`config.mk`:
```
export PLATFORM = sky130hd
export DESIGN_NAME = shp_host_port
export DESIGN_NICKNAME = d
export VERILOG_FILES = /design/src/verilog/shp_pkg.sv /design/src/verilog/shp_link_if.sv /design/src/verilog/shp_sync.sv /design/src/verilog/shp_pin_front.sv /design/src/verilog/shp_host_port.sv
export VERILOG_INCLUDE_DIRS = /design/src /design/src/verilog
export SDC_FILE = /design/constraint.sdc
export NUM_CORES = 1
export LEC_CHECK = 0
export BUFFER_PORTS_ARGS = -buffer_cell sky130_fd_sc_hd__buf_2
export CELL_PAD_IN_SITES_DETAIL_PLACEMENT = 0
export CELL_PAD_IN_SITES_GLOBAL_PLACEMENT = 1
export CORE_MARGIN = 2
export CORE_UTILIZATION = 30
export DETAILED_ROUTE_END_ITERATION = 12
export PLACE_DENSITY = 0.63
export SLEW_MARGIN = 20
export SYNTH_ARGS = -nofsm -noshare
export SYNTH_HDL_FRONTEND = slang
export SYNTH_HIERARCHICAL = 1
export SYNTH_SLANG_ARGS = --single-unit
```
`constraint.sdc`:
```
create_clock -name clock -period 1.9 [get_ports clock]
set_input_delay 0.19 -clock clock [delete_from_list [all_inputs] [get_ports clock]]
set_output_delay 0.19 -clock clock [all_outputs]
set_load 0.01 [all_outputs]
```
`src/verilog/shp_cfg.svh`:
```
// Constants of the serial host register port: offsets, fields, reset values and times.
// Assumes inclusion by bare name from every file that needs a figure.
`ifndef SHP_CFG_SVH
`define SHP_CFG_SVH

// ---------------------------------------------------------------
// Word and command layout
// ---------------------------------------------------------------
`define SHP_WORD_BITS      16
`define SHP_LAST_BIT       5'h0f
`define SHP_CMD_RW_BIT     15
`define SHP_ADDR_MSB       5
`define SHP_RW_READ        1'b1

// ---------------------------------------------------------------
// Register offsets
// ---------------------------------------------------------------
`define SHP_OFF_PROC_DIS   6'h00
`define SHP_OFF_ERR_FLAG   6'h02
`define SHP_OFF_STD_STAT   6'h04
`define SHP_OFF_PID_FMT    6'h0a
`define SHP_OFF_RASTER     6'h0e
`define SHP_OFF_CHK_RANGE  6'h12
`define SHP_OFF_PID_LINES  6'h1b

// ---------------------------------------------------------------
// Reset values and writable bits
// ---------------------------------------------------------------
`define SHP_RST_PROC_DIS   16'h0000
`define SHP_RST_ERR_FLAG   16'h0000
`define SHP_RST_PID_FMT    16'h0000
`define SHP_RST_CHK_RANGE  16'h0000
`define SHP_RST_PID_LINES  16'h0000
`define SHP_MASK_ERR_FLAG  16'h7fff
`define SHP_MASK_FULL      16'hffff

// ---------------------------------------------------------------
// Times
// ---------------------------------------------------------------
`define SHP_CLK_KHZ        40000
`define SHP_RESET_MIN_MS   1
`define SHP_RESET_MIN_CYC  (`SHP_RESET_MIN_MS * `SHP_CLK_KHZ)
`define SHP_SCLK_MAX_KHZ   6600
`define SHP_SCLK_MIN_CYC   ((`SHP_CLK_KHZ + `SHP_SCLK_MAX_KHZ - 1) / `SHP_SCLK_MAX_KHZ)

`endif

```
`src/verilog/shp_pkg.sv`:
```
// Types of the serial host register port.
// Assumes nothing beyond a SystemVerilog compiler.
package shp_pkg;

    // Transfer sequencer states.
    typedef enum logic [1:0] {
        SHP_CMD,
        SHP_RD,
        SHP_WR,
        SHP_DONE
    } shp_state_t;

endpackage : shp_pkg

```
`src/verilog/shp_link_if.sv`:
```
// Carrier of the sampled pin events from the pin front to the core.
// Assumes both ends run on the single system clock.
`timescale 1ns/1ps
`default_nettype none

interface shp_link_if;
    logic rise;
    logic fall;
    logic data;
    logic sclk_lvl;
    logic cs_lvl;
    logic selected;
    logic test_mode;

    modport front (output rise, fall, data, sclk_lvl, cs_lvl, selected, test_mode);
    modport core  (input  rise, fall, data, sclk_lvl, cs_lvl, selected, test_mode);
endinterface : shp_link_if

`default_nettype wire

```
`src/verilog/shp_sync.sv`:
```
// Two flip-flop synchroniser for a bundle of independent levels.
// Assumes each bit is a level that changes rarely against the clock.
`timescale 1ns/1ps
`default_nettype none

module shp_sync #(
    parameter int WIDTH = 1
) (
    input  wire logic             clock,
    input  wire logic             resetn,
    input  wire logic [WIDTH-1:0] d,
    output var  logic [WIDTH-1:0] q
);
    logic [WIDTH-1:0] meta_ff;
    logic [WIDTH-1:0] nxt_meta;
    logic [WIDTH-1:0] nxt_q;

    // The first stage is read only by the second stage.
    always_comb begin
        nxt_meta = d;
        nxt_q    = meta_ff;
    end

    // Register both stages.
    always_ff @(posedge clock or negedge resetn) begin
        if (!resetn) begin
            meta_ff <= '0;
            q       <= '0;
        end else begin
            meta_ff <= nxt_meta;
            q       <= nxt_q;
        end
    end
endmodule : shp_sync

`default_nettype wire

```
`src/verilog/shp_pin_front.sv`:
```
// Pin front: synchronises the shared port pins and finds serial clock edges.
// Assumes the serial clock is much slower than the system clock.
`timescale 1ns/1ps
`default_nettype none

module shp_pin_front (
    input  wire logic  clock,
    input  wire logic  resetn,
    input  wire logic  port_sel,
    input  wire logic  serial_clk,
    input  wire logic  chip_sel_n,
    input  wire logic  serial_in,
    shp_link_if.front  lk
);
    logic [3:0] pins_s;
    logic       sclk_prev_ff;
    logic       nxt_sclk_prev;

    // All four pins come from outside the clock domain. Chip select is inverted
    // before the flops so that a cleared synchroniser reads as deselected after reset.
    shp_sync #(.WIDTH(4)) u_sync (
        .clock  (clock),
        .resetn (resetn),
        .d      ({port_sel, serial_clk, ~chip_sel_n, serial_in}),
        .q      (pins_s)
    );

    // Delayed serial clock level for edge finding.
    always_comb begin
        nxt_sclk_prev = pins_s[2];
    end

    always_ff @(posedge clock or negedge resetn) begin
        if (!resetn) begin
            sclk_prev_ff <= 1'b0;
        end else begin
            sclk_prev_ff <= nxt_sclk_prev;
        end
    end

    // Edges and levels handed to the core.
    assign lk.rise      = pins_s[2] & ~sclk_prev_ff;
    assign lk.fall      = ~pins_s[2] & sclk_prev_ff;
    assign lk.data      = pins_s[0];
    assign lk.sclk_lvl  = pins_s[2];
    assign lk.cs_lvl    = ~pins_s[1];
    assign lk.test_mode = pins_s[3];
    assign lk.selected  = pins_s[1] & ~pins_s[3];
endmodule : shp_pin_front

`default_nettype wire

```
`src/verilog/shp_host_port.sv`:
```
// Serial host register port: command/data shifter, register file and test port routing.
// Assumes pins are asynchronous to clock and status inputs come from logic on clock.
//
// Functional notes
// - Select pin low routes shared pins to the host register port.
// - Select pin high routes pins to test port; master reset becomes test reset.
// - Serial output floats unless chip select is active or the select pin routes pins to the test port.
// - Command is sent MSB first: read/write flag, nine reserved, six address bits.
// - Flag one means read, flag zero means write.
// - Command bits are captured on serial clock rising edges.
// - Write data MSB follows command LSB; input always sampled on rising edges.
// - Read data MSB is driven after the falling edge ending the command.
// - Remaining read bits shift out on successive falling edges.
// - Every register has its own address; narrow status may share one.
// - Master reset held low restores all registers and state to defaults.
// - While reset is held low every output floats; here only the serial output floats and the test pins are driven low.
`include "shp_cfg.svh"
`timescale 1ns/1ps
`default_nettype none

module shp_host_port
    import shp_pkg::*;
(
    input  wire logic        clock,
    input  wire logic        resetn,
    input  wire logic        port_sel,
    input  wire logic        serial_clk,
    input  wire logic        chip_sel_n,
    input  wire logic        serial_in,
    input  wire logic        test_dout,
    input  wire logic [15:0] std_status,
    input  wire logic [15:0] raster_status,
    output var  logic        serial_out_ff,
    output var  logic        serial_out_oe_ff,
    output var  logic        test_clk_ff,
    output var  logic        test_mode_sel_ff,
    output var  logic        test_din_ff,
    output var  logic        test_reset_n_ff,
    output var  logic [15:0] proc_disable_ff,
    output var  logic [15:0] error_flag_ff,
    output var  logic [15:0] pid_format_ff,
    output var  logic [15:0] check_range_ff,
    output var  logic [15:0] pid_lines_ff
);
    shp_link_if lk ();

    shp_state_t  state_ff;
    shp_state_t  nxt_state;
    logic [4:0]  cnt_ff;
    logic [4:0]  nxt_cnt;
    logic [15:0] cmd_ff;
    logic [15:0] nxt_cmd;
    logic [15:0] shift_ff;
    logic [15:0] nxt_shift;
    logic        nxt_serial_out;
    logic        nxt_serial_out_oe;
    logic        nxt_test_clk;
    logic        nxt_test_mode_sel;
    logic        nxt_test_din;
    logic        nxt_test_reset_n;
    logic        wr_en;
    logic [5:0]  wr_addr;
    logic [15:0] wr_word;
    logic [15:0] nxt_proc_disable;
    logic [15:0] nxt_error_flag;
    logic [15:0] nxt_pid_format;
    logic [15:0] nxt_check_range;
    logic [15:0] nxt_pid_lines;

    // ---------------------------------------------------------------
    // Pin front
    // ---------------------------------------------------------------

    // Synchronised pins and serial clock edges.
    shp_pin_front u_front (
        .clock      (clock),
        .resetn     (resetn),
        .port_sel   (port_sel),
        .serial_clk (serial_clk),
        .chip_sel_n (chip_sel_n),
        .serial_in  (serial_in),
        .lk         (lk.front)
    );

    // ---------------------------------------------------------------
    // Register read decode
    // ---------------------------------------------------------------

    // Each register answers at its own offset; unmapped offsets read zero.
    function automatic logic [15:0] reg_read(input logic [5:0] addr);
        logic [15:0] val;
        val = 16'h0000;
        case (addr)
            `SHP_OFF_PROC_DIS:  val = proc_disable_ff;
            `SHP_OFF_ERR_FLAG:  val = error_flag_ff & `SHP_MASK_ERR_FLAG;
            `SHP_OFF_STD_STAT:  val = std_status;
            `SHP_OFF_PID_FMT:   val = pid_format_ff;
            `SHP_OFF_RASTER:    val = raster_status;
            `SHP_OFF_CHK_RANGE: val = check_range_ff;
            `SHP_OFF_PID_LINES: val = pid_lines_ff;
            default:            val = 16'h0000;
        endcase
        return val;
    endfunction : reg_read

    // ---------------------------------------------------------------
    // Transfer sequencer
    // ---------------------------------------------------------------

    // Write target is the captured address; the write word is the shifted data with the last data bit appended.
    assign wr_addr = cmd_ff[`SHP_ADDR_MSB:0];
    assign wr_word = {shift_ff[14:0], lk.data};

    // Next state of the shifter, the serial output and the test pin routing.
    always_comb begin
        nxt_state         = state_ff;
        nxt_cnt           = cnt_ff;
        nxt_cmd           = cmd_ff;
        nxt_shift         = shift_ff;
        nxt_serial_out    = serial_out_ff;
        wr_en             = 1'b0;
        if (!lk.selected) begin
            nxt_state      = SHP_CMD;
            nxt_cnt        = 5'h00;
            nxt_serial_out = 1'b0;
        end else begin
            case (state_ff)
                SHP_CMD: begin
                    if (lk.rise) begin
                        nxt_cmd = {cmd_ff[14:0], lk.data};
                        nxt_cnt = cnt_ff + 5'h01;
                        if (cnt_ff == `SHP_LAST_BIT) begin
                            nxt_cnt = 5'h00;
                            if (nxt_cmd[`SHP_CMD_RW_BIT] == `SHP_RW_READ) begin
                                nxt_state = SHP_RD;
                                nxt_shift = reg_read(nxt_cmd[`SHP_ADDR_MSB:0]);
                            end else begin
                                nxt_state = SHP_WR;
                            end
                        end
                    end
                end
                SHP_RD: begin
                    if (lk.fall) begin
                        nxt_serial_out = shift_ff[15];
                        nxt_shift      = {shift_ff[14:0], 1'b0};
                        nxt_cnt        = cnt_ff + 5'h01;
                        if (cnt_ff == `SHP_LAST_BIT) begin
                            nxt_state = SHP_DONE;
                        end
                    end
                end
                SHP_WR: begin
                    if (lk.rise) begin
                        nxt_shift = wr_word;
                        nxt_cnt   = cnt_ff + 5'h01;
                        if (cnt_ff == `SHP_LAST_BIT) begin
                            wr_en     = 1'b1;
                            nxt_state = SHP_DONE;
                        end
                    end
                end
                SHP_DONE: begin
                    nxt_state = SHP_DONE;
                end
                default: begin
                    nxt_state = SHP_CMD;
                end
            endcase
        end
        if (lk.test_mode) begin
            nxt_serial_out = test_dout;
        end
        nxt_serial_out_oe = lk.test_mode | lk.selected;
        nxt_test_clk      = lk.test_mode & lk.sclk_lvl;
        nxt_test_mode_sel = lk.test_mode & lk.cs_lvl;
        nxt_test_din      = lk.test_mode & lk.data;
        nxt_test_reset_n  = lk.test_mode;
    end

    // Register the sequencer; reset floats the serial output and drives the test pins low.
    always_ff @(posedge clock or negedge resetn) begin
        if (!resetn) begin
            state_ff         <= SHP_CMD;
            cnt_ff           <= 5'h00;
            cmd_ff           <= 16'h0000;
            shift_ff         <= 16'h0000;
            serial_out_ff    <= 1'b0;
            serial_out_oe_ff <= 1'b0;
            test_clk_ff      <= 1'b0;
            test_mode_sel_ff <= 1'b0;
            test_din_ff      <= 1'b0;
            test_reset_n_ff  <= 1'b0;
        end else begin
            state_ff         <= nxt_state;
            cnt_ff           <= nxt_cnt;
            cmd_ff           <= nxt_cmd;
            shift_ff         <= nxt_shift;
            serial_out_ff    <= nxt_serial_out;
            serial_out_oe_ff <= nxt_serial_out_oe;
            test_clk_ff      <= nxt_test_clk;
            test_mode_sel_ff <= nxt_test_mode_sel;
            test_din_ff      <= nxt_test_din;
            test_reset_n_ff  <= nxt_test_reset_n;
        end
    end

    // ---------------------------------------------------------------
    // Register file
    // ---------------------------------------------------------------

    // Writable registers take a completed write word; status offsets ignore writes.
    always_comb begin
        nxt_proc_disable = proc_disable_ff;
        nxt_error_flag   = error_flag_ff;
        nxt_pid_format   = pid_format_ff;
        nxt_check_range  = check_range_ff;
        nxt_pid_lines    = pid_lines_ff;
        if (wr_en) begin
            case (wr_addr)
                `SHP_OFF_PROC_DIS:  nxt_proc_disable = wr_word & `SHP_MASK_FULL;
                `SHP_OFF_ERR_FLAG:  nxt_error_flag   = wr_word & `SHP_MASK_ERR_FLAG;
                `SHP_OFF_PID_FMT:   nxt_pid_format   = wr_word & `SHP_MASK_FULL;
                `SHP_OFF_CHK_RANGE: nxt_check_range  = wr_word & `SHP_MASK_FULL;
                `SHP_OFF_PID_LINES: nxt_pid_lines    = wr_word & `SHP_MASK_FULL;
                default:            nxt_proc_disable = proc_disable_ff;
            endcase
        end
    end

    // Register the configuration words.
    always_ff @(posedge clock or negedge resetn) begin
        if (!resetn) begin
            proc_disable_ff <= `SHP_RST_PROC_DIS;
            error_flag_ff   <= `SHP_RST_ERR_FLAG;
            pid_format_ff   <= `SHP_RST_PID_FMT;
            check_range_ff  <= `SHP_RST_CHK_RANGE;
            pid_lines_ff    <= `SHP_RST_PID_LINES;
        end else begin
            proc_disable_ff <= nxt_proc_disable;
            error_flag_ff   <= nxt_error_flag;
            pid_format_ff   <= nxt_pid_format;
            check_range_ff  <= nxt_check_range;
            pid_lines_ff    <= nxt_pid_lines;
        end
    end

    // ---------------------------------------------------------------
    // Assertions
    // ---------------------------------------------------------------

    // Output driver floats one cycle after deselection outside test mode.
    a_oe_needs_select: assert property (@(posedge clock) disable iff (!resetn)
        (!lk.selected && !lk.test_mode) |=> !serial_out_oe_ff)
        else $error("serial output driven while not selected");

    // Host mode drives the output while selected and holds test pins idle.
    a_host_routing: assert property (@(posedge clock) disable iff (!resetn)
        (lk.selected && !lk.test_mode) |=> serial_out_oe_ff && !test_clk_ff && !test_reset_n_ff)
        else $error("host mode routing wrong");

    // Test mode follows the serial clock pin onto the test clock.
    a_test_routing: assert property (@(posedge clock) disable iff (!resetn)
        lk.test_mode |=> test_clk_ff == $past(lk.sclk_lvl) && test_reset_n_ff && serial_out_oe_ff)
        else $error("test mode routing wrong");

    // Deselection in host mode returns to a fresh command with a cleared counter.
    a_deselect_abort: assert property (@(posedge clock) disable iff (!resetn)
        (!lk.selected && !lk.test_mode) |=> state_ff == SHP_CMD && cnt_ff == 5'h00
        && !serial_out_ff)
        else $error("deselect did not abort transfer");

    // Sixteenth command bit with the flag set starts a read of the addressed word.
    a_read_select: assert property (@(posedge clock) disable iff (!resetn)
        (lk.selected && state_ff == SHP_CMD && lk.rise && cnt_ff == `SHP_LAST_BIT && cmd_ff[14])
        |=> state_ff == SHP_RD && shift_ff == $past(reg_read({cmd_ff[4:0], lk.data})))
        else $error("read not started with addressed word");

    // Sixteenth command bit with the flag clear starts a write.
    a_write_select: assert property (@(posedge clock) disable iff (!resetn)
        (lk.selected && state_ff == SHP_CMD && lk.rise && cnt_ff == `SHP_LAST_BIT && !cmd_ff[14])
        |=> state_ff == SHP_WR && cnt_ff == 5'h00)
        else $error("write not started after sixteen bits");

    // While a selected read runs, the output changes only on falling serial clock edges.
    a_read_stable: assert property (@(posedge clock) disable iff (!resetn)
        (lk.selected && !lk.test_mode && state_ff == SHP_RD && !lk.fall) |=> $stable(serial_out_ff))
        else $error("read bit changed without falling edge");

    // A finished write to the control word lands the shifted data.
    a_write_lands: assert property (@(posedge clock) disable iff (!resetn)
        (lk.selected && state_ff == SHP_WR && lk.rise && cnt_ff == `SHP_LAST_BIT
         && cmd_ff[5:0] == `SHP_OFF_PROC_DIS)
        |=> proc_disable_ff == $past({shift_ff[14:0], lk.data}) ##1 state_ff == SHP_DONE || !lk.selected)
        else $error("write data not stored");

    // Held reset keeps the serial output driver off, test reset low and the control word at its reset value.
    a_reset_float: assert property (@(posedge clock)
        !resetn |-> !serial_out_oe_ff && !test_reset_n_ff && proc_disable_ff == `SHP_RST_PROC_DIS)
        else $error("outputs active during reset");

    // Main scenarios.
    c_read_done:  cover property (@(posedge clock) disable iff (!resetn)
        state_ff == SHP_RD ##1 state_ff == SHP_DONE);
    c_write_done: cover property (@(posedge clock) disable iff (!resetn) wr_en);
    c_abort_cmd:  cover property (@(posedge clock) disable iff (!resetn)
        state_ff == SHP_CMD && cnt_ff > 5'h03 && !lk.selected);
    c_test_mode:  cover property (@(posedge clock) disable iff (!resetn) $rose(test_clk_ff));
endmodule : shp_host_port

`default_nettype wire

```
==> summary.txt <==
Clock network
  – Clock-pin transition on the worst setup and hold timing paths: 0.06 ns
  – H-tree levels: 4
  – Root buffer cell: clkbuf_16
  – Longest Clk Path Bufs: 2
  – Worst skew pair latency: 0.43 ns
  – Num CTS Buffers: 17
  – TritonCTS clock tree: built
  – Clock sinks: between 100 and 150

STA
  – Period utilisation layout: 0.997
  – Worst slew pin tran: 0.566 ns
  – Setup violators final: 0
  – Slew headroom: 0.621
  – Fmax: 528 MHz
  – Final hold violation count: 0
  – RSZ-0062 raised after global routing: true
  – Skew final: 0.0116 ns
  – WHS: 0.0127 ns
  – Tmin final: 1.89 ns
  – Slew Limit Fails: 0

Worst hold path
  – Worst Hold Class: input port to flip-flop
  – Hold Crit Depth: 3
  – HP Start: test_dout

Power and ir drop
  – Clock power share: 0.421
  – Power share of the sequential group: 0.388
  – Sw frac: 0.278
  – Pwr Total: 7.51 mW
  – Psw: 2.09 mW
  – Internal Power: 5.42 mW
  – Power Density: 855 nW/µm²
  – Gate power share: 0.191
  – VDD IR-drop max: 0.000662 V
  – Leakage power: 4.19 nW

Floorplan
  – Die width: 151 µm
  – Core ar.: 21200 µm²
  – Die Ht: 151 µm
  – Row Count: 53
  – Die area: 22900 µm²
  – Io pins: between 100 and 150
  – Starting Density: 0.308

GRT
  – Vias in the first global route: 5359
  – GR Overflow Total: 0
  – First-pass GRT wire length: about 31000 µm
  – Largest net degree at the start of global routing: 47
  – All-Layer GR Usage: 0.183
  – Antenna violations before repair: 0

Logic synthesis
  – Primary FF master, synth: dfrtp_1
  – Synth top area cells: dfrtp_1, mux2_2, mux2i_1, nor3_1, or3b_2
  – Seq/Total Area, Yosys: 0.507
  – Syn nets: 583
  – #FFs+latches synth: 132
  – Post-Syn Instances: 538
  – Post-synth top area cell: dfrtp_1
  – Yosys warns: 6
  – Post-synth top cells: dfrtp_1, mux2_2, mux2i_1
  – Synthesized area: ~6500 µm²
  – Top cell type's share of synthesized area: 0.507
  – Count leader, synth: dfrtp_1
  – Number of synthesized flops with an enable pin: 0
  – Avg Cell Area, Syn: 12.1 µm²
  – Cell variety after synth: 62
  – Async SR Flop Fraction: 1.00

Routing
  – Via count: 5308
  – Via/cell ratio: 5.33
  – Wire length per cell: 21.1 µm
  – DRC violations left: 0
  – DRT Pass-1 Iters: 5
  – Post-route ant nets: 0
  – Detailed-route wire length: 21000 µm
  – First DRT Iteration DRCs: 411

Critical path
  – CP Capture Type: flip-flop
  – Req. time, crit path: 2.22 ns
  – CP Launch Type: flip-flop
  – R2R cell count: 7
  – WP data arrival: 2.22 ns
  – Start of the worst register-to-register path: cmd_ff[2]
  – Crit-path max FO: 5
  – Crit. Startpoint: cmd_ff[2]
  – Setup Crit Path Kind: flip-flop to flip-flop

Final layout
  – Post-layout nets: around 750
  – Finished Layout Cells: 995
  – Fraction of final layout cells sized beyond drive strength 1: 0.522
  – Antenna diodes: 0
  – Area Overhead vs Synth: 34.9%
  – Finished Cell Area: 8780 µm²
  – Post-layout util: 0.415

Place
  – Cells after DPL: 945
  – Placer Congestion: a little over 0.8
  – Dpl cell area: around 7800 µm²
  – DP Wirelength: 14400 µm
  – Number of port buffers: 123

Status
  – Status: finished, final reports clean

Job
  – MaxCap Viol Count: 0
## final timing paths
check	end	slack, ns
min in group asynchronous	u_front/u_sync/meta_ff[0]	0.22
worst min-delay path	serial_out_ff	0.01
worst max-delay path	shift_ff[11]	0.006
worst max register to register	shift_ff[11]	0.006
max in group asynchronous	shift_ff[8]	1.05
worst min register to register	u_front/u_sync/q[0]	0.35
## power by group through the flow
stage / sequential, mW / clock, mW / combinational [mW]
floorplan: 2.93 / 0 / 0.664
global placement: 2.98 / 0 / 1.15
detailed placement: 2.98 / 0 / 1.17
CTS: 2.93 / 3.22 / 1.20
global route: 2.92 / 3.35 / 1.52
finish: 2.91 / 3.16 / 1.43
## stage by stage
step / setup TNS [ns] / worst slack (ns)
floorplan: 0 / 0.00352
global route: -0.647 / -0.0440
CTS: 0 / 0.00856
finish: 0 / 0.00568
global placement: -0.224 / -0.123
detailed placement: -0.779 / -0.122
## layer usage
| metal | part of all wire | routed length (µm) | global-route usage |
|---|---|---|---|
| met2 | 0.46 | 9620 | 0.280 |
| met3 | 0.052 | 1100 | 0.0331 |
| met5 | 0 | 0 | 0 |
| met4 | 0.020 | 420 | 0.0743 |
| met1 | 0.47 | 9810 | 0.256 |
## final cells by class
class / instances / area, µm²
fill: 2009 / 12400
multi-input combinational: 351 / 3140
clock buffer: 21 / 450
sequential: 132 / 3310
timing repair buffer: 198 / 1400
tap: 275 / 344
clock inverter: 10 / 109
inverter: 8 / 30.0
## critical path, cell delays in order, from the launching register on
cell       delay [ns]
dfrtp_2          0.44
buf_6            0.16
buf_4            0.14
clkbuf_16        0.14
or3b_2           0.45
a21oi_1          0.15
a2111oi_1        0.08
o311ai_1         0.23
## layout by cell type, fill, tap and decap left out, types with 3 or more instances in the layout
| master | netlist | layout |
|---|---|---|
| a2111oi_2 | 0 | 3 |
| nand2_1 | 11 | 10 |
| buf_2 | 20 | 123 |
| o21ai_0 | 19 | 19 |
| a21oi_2 | 0 | 4 |
| clkbuf_16 | 0 | 20 |
| nor3_1 | 30 | 28 |
| nand3_1 | 22 | 22 |
| a21oi_1 | 17 | 13 |
| dlygate4sd3_1 | 0 | 5 |
| a2111oi_1 | 0 | 8 |
| nand4b_4 | 1 | 3 |
| inv_2 | 1 | 3 |
| buf_12 | 0 | 9 |
| inv_1 | 6 | 4 |
| nand4_1 | 15 | 15 |
| dfrtp_1 | 132 | 130 |
| buf_6 | 4 | 10 |
| mux2_4 | 0 | 16 |
| buf_4 | 7 | 47 |
| clkinv_2 | 0 | 5 |
| nor2_1 | 4 | 3 |
| or3b_2 | 16 | 16 |
| clkbuf_1 | 13 | 3 |
| mux2_2 | 94 | 78 |
| o311ai_1 | 12 | 13 |
| and3_1 | 4 | 3 |
| and2_1 | 4 | 4 |
| mux2i_1 | 31 | 31 |
| ha_2 | 0 | 3 |
## kinds of logic (layout without fill, tap and decap cells)
group                    Yosys count  after routing  share of synthesized area
flip-flops                       132            132                      0.507
other                              1              1                   0.000576
XOR/XNOR                           2              2                    0.00269
AO/OA/AOI/OAI                     86             86                     0.0946
multiplexers                     125            125                      0.210
buffers and inverters             55            237                     0.0446
adder cells (fa/ha/maj)            6              6                     0.0115
AND/OR/NAND/NOR                  131            131                      0.128
## sequential cells by signal, summed over array words and instances, names as in the netlist, 2 cells and up
name and flops:
state_ff 2, pid_lines_ff 16, check_range_ff 16, u_front/u_sync/meta_ff 4
proc_disable_ff 16, error_flag_ff 15, cmd_ff 15, shift_ff 16
pid_format_ff 16, cnt_ff 5, u_front/u_sync/q 4
## what timing repair did
item | 4_1_cts | 5_1_grt
resized for setup | 11 | 66
buffers inserted | 3 | 8
cloned | 0 | 3
pin swaps | 1 | 9
endpoints found under the setup margin | 62 | 85
hold buffers | 5 | 0
endpoints found under the hold margin | 35 | 0
(Power assumes the default switching activity.)
